**config.mk**
```make
export PLATFORM = sky130hd
export DESIGN_NAME = tcb_tx_port
export DESIGN_NICKNAME = d
export VERILOG_FILES = /design/src/verilog/tcb_queue.v /design/src/verilog/tcb_tx_port.v
export VERILOG_INCLUDE_DIRS = /design/src /design/src/verilog
export SDC_FILE = /design/constraint.sdc
export NUM_CORES = 1
export LEC_CHECK = 0
export BUFFER_PORTS_ARGS = -buffer_cell sky130_fd_sc_hd__buf_2
export CAP_MARGIN = 10
export CORE_UTILIZATION = 46
export CTS_BUF_LIST = sky130_fd_sc_hd__clkbuf_4
export CTS_CLUSTER_SIZE = 24
export DETAILED_ROUTE_END_ITERATION = 10
export SLEW_MARGIN = 40
export SYNTH_ARGS = -nofsm -noshare
export SYNTH_HDL_FRONTEND = slang
export SYNTH_HIERARCHICAL = 1
export SYNTH_SLANG_ARGS = --single-unit
```
**constraint.sdc**
```tcl
create_clock -name clk -period 5.65 [get_ports clk]
set_clock_uncertainty 0.15 [all_clocks]
set_input_delay 0 -clock clk [delete_from_list [all_inputs] [get_ports clk]]
set_output_delay 0 -clock clk [all_outputs]
set_load 0.01 [all_outputs]
```
**src/verilog/tcb_regs.vh**
```
`ifndef TCB_REGS_VH
`define TCB_REGS_VH

// Handshake mode encodings on the mode select input
`define TCB_MODE_OCTET 2'h0
`define TCB_MODE_CELL 2'h1
`define TCB_MODE_MPHY 2'h2

// Cell length in writes: 8-bit bus and 16-bit bus
`define TCB_CELL_LEN8 7'h35
`define TCB_CELL_LEN16 7'h1b

// Free entries needed for octet-level room
`define TCB_OCTET_ROOM 7'h04

// Queue geometry: data word plus first and last marks
`define TCB_Q_WIDTH 18
`define TCB_Q_DEPTH 64
`define TCB_Q_AW 6

// Width of the synchronised pin bundle
`define TCB_PIN_W 25

// Bit positions inside the synchronised pin bundle
`define TCB_PIN_CLK 24
`define TCB_PIN_WEN 23
`define TCB_PIN_SOC 22
`define TCB_PIN_PAR 21

`endif

```
**src/verilog/tcb_queue.v**
```verilog
`timescale 1ns/1ns
// Synchronous queue; read data always come out of a register
module tcb_queue #(
  parameter WIDTH = 18,
  parameter DEPTH = 64,
  parameter AW = 6
) (
  // Clock, reset, enable
  input wire clk,
  input wire rstn,
  input wire ce,
  // Filling side
  input wire in_valid,
  output wire in_ready,
  input wire [WIDTH-1:0] in_data,
  // Draining side
  output reg out_valid,
  input wire out_ready,
  output reg [WIDTH-1:0] out_data,
  // Entries held in storage, staging register excluded
  output wire [AW:0] level
);

  reg [WIDTH-1:0] mem [0:DEPTH-1]; // Storage array
  reg [AW-1:0] wr_ptr_q; // Next slot to fill
  reg [AW-1:0] rd_ptr_q; // Next slot to drain
  reg [AW:0] cnt_q; // Occupancy of the array
  wire push; // Write accepted this cycle
  wire pop; // Array entry moves to staging register

  assign in_ready = (cnt_q != DEPTH[AW:0]);
  assign push = in_valid & in_ready;
  // Refill the staging register whenever it is empty or being taken
  assign pop = (cnt_q != {(AW+1){1'b0}}) & (~out_valid | out_ready);
  assign level = cnt_q;

  //////////////////////////////////////////////////////////////////////
  // Array write; no reset needed on storage
  always @(posedge clk) begin
    if (ce && push) begin
      mem[wr_ptr_q] <= in_data;
    end
  end

  //////////////////////////////////////////////////////////////////////
  // Pointers, occupancy and output register
  always @(posedge clk or negedge rstn) begin
    if (!rstn) begin
      wr_ptr_q <= {AW{1'b0}};
      rd_ptr_q <= {AW{1'b0}};
      cnt_q <= {(AW+1){1'b0}};
      out_valid <= 1'b0;
      out_data <= {WIDTH{1'b0}};
    end else if (ce) begin
      if (push) begin
        wr_ptr_q <= wr_ptr_q + 1'b1;
      end
      if (pop) begin
        // Read data registered here, never straight from the array
        rd_ptr_q <= rd_ptr_q + 1'b1;
        out_data <= mem[rd_ptr_q];
        out_valid <= 1'b1;
      end else if (out_ready) begin
        out_valid <= 1'b0;
      end
      if (push && !pop) begin
        cnt_q <= cnt_q + 1'b1;
      end else if (pop && !push) begin
        cnt_q <= cnt_q - 1'b1;
      end
    end
  end

endmodule

```
**src/verilog/tcb_tx_port.v**
```verilog
// Contract
// RULE_01: Write enable low captures word each clock.
// RULE_02: Enable high: data bus ignored entirely.
// RULE_03: Start mark only with first cell word.
// RULE_04: Sender drives odd parity with each word.
// RULE_05: Device checks odd parity on every word.
// RULE_06: Octet mode: room high when four free.
// RULE_07: Cell mode: room high when cell fits.
// RULE_08: Multi-port: room floats until address matched.
// RULE_09: Bus sixteen bits, eight when narrow selected.
// RULE_10: Pulse cell sent once per departing cell.
// RULE_11: Address compared each edge with enable asserted.
// RULE_12: Reset asynchronous, outputs released, state defaulted.
// RULE_13: Link clock times capture and queue entry.
// RULE_14: Count words from start, 53 or 27.
`timescale 1ns/1ns
`include "tcb_regs.vh"
module tcb_tx_port (
  // Core clock, reset, enable
  input wire clk,
  input wire rstn,
  input wire ce,
  // Cell bus pins from the layer processor
  input wire tx_bus_clk,
  input wire tx_bus_write_enable_n,
  input wire tx_bus_cell_start,
  input wire tx_bus_odd_parity,
  input wire [15:0] tx_bus_word,
  input wire [4:0] tx_bus_port_select,
  // Cell room pin, three-state
  output reg tx_bus_cell_room,
  output reg tx_bus_cell_room_oe,
  // Configuration
  input wire [1:0] hs_mode,
  input wire bus_narrow,
  input wire [4:0] port_address,
  // Status pulses
  output reg parity_error_pulse,
  output reg overflow_pulse,
  output reg cell_error_pulse,
  // Cell words toward the downstream processors
  output wire [15:0] cell_word,
  output wire cell_word_first,
  output wire cell_word_last,
  output wire cell_word_valid,
  input wire cell_word_ready,
  output reg cell_sent_pulse
);

  //////////////////////////////////////////////////////////////////////
  // Pin synchronisers
  wire [`TCB_PIN_W-1:0] pins; // Raw pin bundle
  reg [`TCB_PIN_W-1:0] s1_q; // First stage, read only by s2
  reg [`TCB_PIN_W-1:0] s2_q; // Second stage
  reg [`TCB_PIN_W-1:0] s3_q; // Value one sample before s2

  assign pins = {tx_bus_clk, tx_bus_write_enable_n, tx_bus_cell_start,
                 tx_bus_odd_parity, tx_bus_port_select, tx_bus_word};

  genvar gi;
  generate
    for (gi = 0; gi < `TCB_PIN_W; gi = gi + 1) begin : g_sync
      // Three flops per pin; first one feeds only the second
      always @(posedge clk or negedge rstn) begin
        if (!rstn) begin
          s1_q[gi] <= 1'b0;
          s2_q[gi] <= 1'b0;
          s3_q[gi] <= 1'b0;
        end else if (ce) begin
          s1_q[gi] <= pins[gi];
          s2_q[gi] <= s1_q[gi];
          s3_q[gi] <= s2_q[gi];
        end
      end
    end
  endgenerate

  //////////////////////////////////////////////////////////////////////
  // Link edge and sampled pin values
  wire link_rise; // Rising link clock seen this cycle
  wire wen_n_s; // Write enable, active low
  wire soc_s; // Start of cell mark
  wire par_s; // Parity bit from the bus
  wire [4:0] addr_s; // Port select bus
  wire [15:0] data_raw; // Data bus as sampled
  wire [15:0] data_s; // Data bus trimmed to active width
  wire [6:0] cell_len; // Writes per cell for the bus width
  wire par_ok; // Odd parity holds over data plus bit
  reg sel_q; // Port address matched at last link edge
  wire wr_req; // Write addressed to this port

  // RULE_13
  assign link_rise = s2_q[`TCB_PIN_CLK] & ~s3_q[`TCB_PIN_CLK];
  // Pins taken from s3: sampled just before the edge, so a 1 ns hold
  // after the edge cannot leak the next word into this capture
  assign wen_n_s = s3_q[`TCB_PIN_WEN];
  assign soc_s = s3_q[`TCB_PIN_SOC];
  assign par_s = s3_q[`TCB_PIN_PAR];
  assign addr_s = s3_q[20:16];
  assign data_raw = s3_q[15:0];
  // Narrow bus: upper byte is dead and stored as zero
  assign data_s = bus_narrow ? {8'h00, data_raw[7:0]} : data_raw; // RULE_09
  assign cell_len = bus_narrow ? `TCB_CELL_LEN8 : `TCB_CELL_LEN16; // RULE_14
  assign par_ok = ^{par_s, data_s}; // RULE_05
  // Multi-port mode only takes writes while this port is selected
  assign wr_req = ~wen_n_s &
                  ((hs_mode != `TCB_MODE_MPHY) | sel_q); // RULE_01 RULE_02

  //////////////////////////////////////////////////////////////////////
  // Queue and its staging
  reg [6:0] cnt_q; // Writes taken in the current cell
  reg in_cell_q; // A cell is open
  reg wr_valid_q; // Word waiting to enter the queue
  reg [`TCB_Q_WIDTH-1:0] wr_data_q; // Word, first and last marks
  wire q_in_ready; // Queue has a free slot
  wire [`TCB_Q_AW:0] q_level; // Queue occupancy
  wire [`TCB_Q_WIDTH-1:0] q_out; // Queue head
  wire [7:0] free_slots; // Slots left after the pending word
  wire [6:0] cnt_inc; // Write count after this word

  assign cnt_inc = cnt_q + 7'h01;
  assign free_slots = 8'h40 - {1'b0, q_level} - {7'h00, wr_valid_q};

  tcb_queue #(
    .WIDTH(`TCB_Q_WIDTH),
    .DEPTH(`TCB_Q_DEPTH),
    .AW(`TCB_Q_AW)
  ) u_tx_cell_queue (
    .clk(clk),
    .rstn(rstn),
    .ce(ce),
    .in_valid(wr_valid_q),
    .in_ready(q_in_ready),
    .in_data(wr_data_q),
    .out_valid(cell_word_valid),
    .out_ready(cell_word_ready),
    .out_data(q_out),
    .level(q_level)
  );

  assign cell_word = q_out[15:0];
  assign cell_word_first = q_out[16];
  assign cell_word_last = q_out[17];

  //////////////////////////////////////////////////////////////////////
  // Capture, cell counting and parity checking on link edges
  always @(posedge clk or negedge rstn) begin
    if (!rstn) begin
      sel_q <= 1'b0;
      cnt_q <= 7'h00;
      in_cell_q <= 1'b0;
      wr_valid_q <= 1'b0;
      wr_data_q <= {`TCB_Q_WIDTH{1'b0}};
      parity_error_pulse <= 1'b0;
      cell_error_pulse <= 1'b0;
      overflow_pulse <= 1'b0;
    end else if (ce) begin
      parity_error_pulse <= 1'b0;
      cell_error_pulse <= 1'b0;
      // Pending word leaves after one cycle; a full queue drops it
      overflow_pulse <= wr_valid_q & ~q_in_ready;
      wr_valid_q <= 1'b0;
      if (link_rise) begin
        // Match needs address and asserted enable together
        sel_q <= (addr_s == port_address) & ~wen_n_s; // RULE_11
        if (wr_req) begin
          // Parity is flagged but the word is kept
          parity_error_pulse <= ~par_ok; // RULE_05
          if (soc_s) begin
            // New cell restarts the count, even mid-cell
            cnt_q <= 7'h01; // RULE_14
            in_cell_q <= 1'b1;
            cell_error_pulse <= in_cell_q;
            wr_valid_q <= 1'b1; // RULE_01
            wr_data_q <= {1'b0, 1'b1, data_s};
          end else if (in_cell_q) begin
            cnt_q <= cnt_inc; // RULE_14
            in_cell_q <= (cnt_inc != cell_len);
            wr_valid_q <= 1'b1; // RULE_01
            wr_data_q <= {(cnt_inc == cell_len), 1'b0, data_s};
          end else begin
            // Word outside any cell: discarded and flagged
            cell_error_pulse <= 1'b1;
          end
        end
      end
    end
  end

  //////////////////////////////////////////////////////////////////////
  // Cell room flag and its drive enable
  always @(posedge clk or negedge rstn) begin
    if (!rstn) begin
      // Pin floats during and right after reset
      tx_bus_cell_room <= 1'b0; // RULE_12
      tx_bus_cell_room_oe <= 1'b0; // RULE_12
    end else if (ce) begin
      case (hs_mode)
        `TCB_MODE_OCTET: begin
          tx_bus_cell_room <= (free_slots >= {1'b0, `TCB_OCTET_ROOM}); // RULE_06
          tx_bus_cell_room_oe <= 1'b1;
        end
        `TCB_MODE_CELL: begin
          tx_bus_cell_room <= (free_slots >= {1'b0, cell_len}); // RULE_07
          tx_bus_cell_room_oe <= 1'b1;
        end
        `TCB_MODE_MPHY: begin
          // Cell-level rule, driven only once the address matched
          tx_bus_cell_room <= (free_slots >= {1'b0, cell_len}); // RULE_08
          tx_bus_cell_room_oe <= sel_q; // RULE_08
        end
        default: begin
          // Unused mode code: keep the pin released
          tx_bus_cell_room <= 1'b0;
          tx_bus_cell_room_oe <= 1'b0;
        end
      endcase
    end
  end

  //////////////////////////////////////////////////////////////////////
  // One pulse per complete cell handed downstream
  always @(posedge clk or negedge rstn) begin
    if (!rstn) begin
      cell_sent_pulse <= 1'b0;
    end else if (ce) begin
      cell_sent_pulse <= cell_word_valid & cell_word_ready &
                         cell_word_last; // RULE_10
    end
  end

endmodule

```
==> impl_metrics.yaml <==
flow_run:
  max_cap_violations: 0
timing:
  rsz0062_at_grt: "false"
  drv_slew: 0
  max_freq_mhz: 264.0
  worst_slew_pin_slew_ns: 1.038
  period_needed_ns: 3.788
  hold_viol: 0
  relSlewSlack: 0.3081
  finalCritPeriodShare: 0.6705
  fin_setup_tns_ns: 0
  setup_viol: 0
pwr:
  power_mw: 28.61
  swShare: 0.3264
  p_int_mw: 19.27
  seqPwrFrac: 0.434
  ir_worst_vdd_v: 0.0002788
  p_comb_frac: 0.296
  power_density_nw_per_um2: 485.2
  leakage_nw: 20.39
  clockPowerShare: 0.270
  p_switching_mw: 9.339
placement:
  dp_cells: 4083
  dpl.hpwl_mm: 71.79
  place_congestion: 0.8324
  port_buffers: 61
route:
  dr.first_iter.drc_count: 2625
  routed_wl_mm: 126.3
  first_pass_iters: 5
  viasPerCell: 5.729
  wl_per_cell_um: 26.54
  drc: 0
  vias: 27254
  ant_nets: 0
critical_path:
  critPathMostFrequentCell: "mux4_2"
  critical_path_class: "flop to flop"
  path_cells: "buf_12 > mux4_2 > mux2i_1 > mux4_2 > nor3_1 > a211o_1"
  r2r_cells: 6
  critPathMaxStageDelay_ns: 0.91
  cpLargestDelayFamily: "multiplexers"
  crit_buf_inv: 1
  r2r_slack_ns: 1.86
  end_kind: "flop"
  r2r-end: "u_tx_cell_queue/out_data[12]"
  startpoint_type: "flop"
  cp_max_fo: 66
  slowest_stage: "dfrtp_4"
  regToRegStartpoint: "u_tx_cell_queue/rd_ptr_q[0]"
  worst_ep_arrival_time_ns: 4.67
  required_ns: 6.53
logic_synthesis:
  yosysUniqueCellTypes: 61
  postSynthAreaPerCell_sq_um: 20.17
  synth_edf_count: 1152
  synthesis.area_sq_um: 51220
  syn_inst: 2540
  syn_nets: 2605
  yosysSeqAreaShare: 0.7471
  synth_ff_type: "edfxtp_1"
  async_reset_ff_frac: 0.1132
  yosys_warnings: 6
  synth_top_area_share: 0.6753
  synth_area_leaders: "edfxtp_1 68%, mux4_2 10%, dfrtp_1 7.2%, mux2i_1 4.2%, mux2_2 2.5%"
  ys_ff_latch: 1299
  yosysTopAreaCell: "edfxtp_1"
die:
  rows: 122
  initial_utilization: 0.4635
  io_pins: 62
  core_area_sq_um: 110500
  dieArea_sq_um: 112700
  die_x_um: 335.7
  die_y_um: 335.7
min_path:
  min_to: "u_tx_cell_queue/out_valid"
  min_path_type: "input port to flop"
  hold_depth: 5
  min-delay-start: "cell_word_ready"
global_routing:
  grt_max_degree: 104
  grt_pass1_wl_mm: 185.5
  grt_pass1_vias: 28180
  grt.overflow.total: 0
  grt_usage: 0.2286
  antenna_found_initial: 7
layout:
  syn2layout_area_growth_pct: 15.12
  layout-drive-gt1-share: 0.3444
  final_cells: 4757
  nFillCells: 8803
  nets: 3101
clock_tree:
  cts_buffers: 338
  cts_tree: "done"
  clkTransAtPathRegs_ns: 0.07
  htree_levels: 5
  ctsResizeCount: 0
  cts_root_buf: "clkbuf_4"
  clkSinkCount: 1299
  insertion_delay_ns: 1.18
  cts.path.max_buffers: 4
  cts_setup_buffers: 0
outcome:
  outcome: "complete, no violations"
## flip-flops by register name, summed over array words and instances, names as in the netlist, 5 cells and up
signal                    cells
u_tx_cell_queue/wr_ptr_q      6
wr_data_q                    18
data_raw                     16
s2_q                         25
addr_s                        5
u_tx_cell_queue/rd_ptr_q      6
u_tx_cell_queue/mem        1152
u_tx_cell_queue/out_data     18
u_tx_cell_queue/level         7
cnt_q                         7
s1_q                         25
## layer usage
layer / wire length, um / GRT usage / up-vias
li1: - / - / 11575
met1: 54340 / 0.3282 / 14276
met2: 58780 / 0.3455 / 1256
met3: 11120 / 0.05752 / 147
met4: 2031 / 0.06976 / 0
met5: 0 / 0 / -
## cell type report
class | instances | area [sq um] | share of cell area
clock buffers | 487 | 3656 | 0.06200
flip-flops and latches | 1299 | 38310 | 0.6496
diodes | 5 | 12.51 | 0.0002122
repair buffers | 288 | 2430 | 0.04121
well taps | 1488 | 1862 | 0.03157
multi-input cells | 1085 | 12200 | 0.2070
inverters | 24 | 90.09 | 0.001528
clock inverters | 81 | 407.9 | 0.006917
## cell usage in the layout (no fill, tap or decap), types with 5 or more instances in the layout
| master | instances |
|---|---|
| diode_2 | 5 |
| mux4_2 | 234 |
| xor2_1 | 6 |
| clkinv_1 | 59 |
| ha_1 | 27 |
| dfrtp_2 | 19 |
| o21ai_0 | 19 |
| a211o_1 | 21 |
| nor2b_1 | 6 |
| edfxtp_1 | 1152 |
| buf_2 | 59 |
| clkbuf_4 | 487 |
| xnor2_1 | 35 |
| dfrtp_1 | 125 |
| o22ai_1 | 57 |
| clkinv_2 | 10 |
| nor2_2 | 26 |
| buf_12 | 9 |
| nand4_1 | 9 |
| mux2_2 | 113 |
| a21oi_1 | 9 |
| a2111oi_1 | 12 |
| o221ai_1 | 36 |
| inv_2 | 8 |
| nor3_1 | 56 |
| nor2_4 | 10 |
| buf_6 | 6 |
| mux2i_1 | 216 |
| nand3_1 | 16 |
| buf_4 | 116 |
| nand2_1 | 73 |
| dlygate4sd3_1 | 96 |
| nor2_1 | 40 |
| inv_1 | 22 |
| nand3b_1 | 6 |
## power groups by stage
stage          Sequential (mW)  Clock, mW  Combinational [mW]
6_report                  12.4       7.71                8.47
5_1_grt                   12.5       8.41                8.96
4_1_cts                   12.4       7.92                8.40
3_5_place_dp              12.6          0                8.31
3_3_place_gp              12.6          0                8.13
2_1_floorplan             12.8          0                5.16
## worst reg2reg max path: stages, from the launching register on
cell and delay [ns]:
dfrtp_4 0.91, buf_12 0.50, mux4_2 0.69, mux2i_1 0.68
mux4_2 0.41, nor3_1 0.05, a211o_1 0.29
## through the flow
step	worst slack [ns]	hold slack (ns)	util	instance area [sq um]
floorplan	2.396	-0.4456	-	51220
global placement	1.846	-0.02679	0.4861	53720
detailed placement	1.856	-0.01046	0.4870	53820
CTS	1.878	0.03670	0.5327	58870
global route	1.782	0.1253	0.5335	58960
finish	1.862	0.1757	0.5336	58970
## how the worst max path moves through the flow
stage | slack [ns] | startpoint | cells past startpoint | to
after floorplan | 2.40 | u_tx_cell_queue/level[0] | 11 | u_tx_cell_queue/level[5]
after global placement | 1.85 | u_tx_cell_queue/rd_ptr_q[0] | 6 | u_tx_cell_queue/out_data[17]
after detailed placement | 1.86 | u_tx_cell_queue/rd_ptr_q[0] | 6 | u_tx_cell_queue/out_data[12]
after CTS | 1.88 | u_tx_cell_queue/rd_ptr_q[0] | 6 | u_tx_cell_queue/out_data[12]
after global routing | 1.78 | u_tx_cell_queue/rd_ptr_q[0] | 7 | u_tx_cell_queue/out_data[5]
final | 1.86 | u_tx_cell_queue/rd_ptr_q[0] | 6 | u_tx_cell_queue/out_data[12]
## cells by family (layout without fill, tap and decap cells)
family | after synthesis | count (layout) | synth area share
multiplexers | 563 | 563 | 0.1699
AND/OR/NAND/NOR | 267 | 267 | 0.02406
adder cells (fa/ha/maj) | 28 | 28 | 0.006986
XOR/XNOR | 41 | 41 | 0.007010
AO/OA/AOI/OAI | 186 | 186 | 0.02699
other | 0 | 5 | 0
flip-flops | 1299 | 1299 | 0.7471
buffers and inverters | 156 | 880 | 0.01788
## cells in the mapped netlist (27+ instances only)
cell type and n:
ha_1 27, mux2i_1 216, mux2_2 113, nand2_1 73
edfxtp_1 1152, nor2_1 76, o221ai_1 36, xnor2_1 35
clkbuf_1 55, mux4_2 234, buf_4 27, dfrtp_1 147
o22ai_1 57, nor3_1 56
## what timing repair did
item                                   CTS  global route
hold buffers                            97             0
setup endpoints to repair                0             0
endpoints found under the hold margin  424             0
No activity file was read; power rests on OpenSTA's default activity.
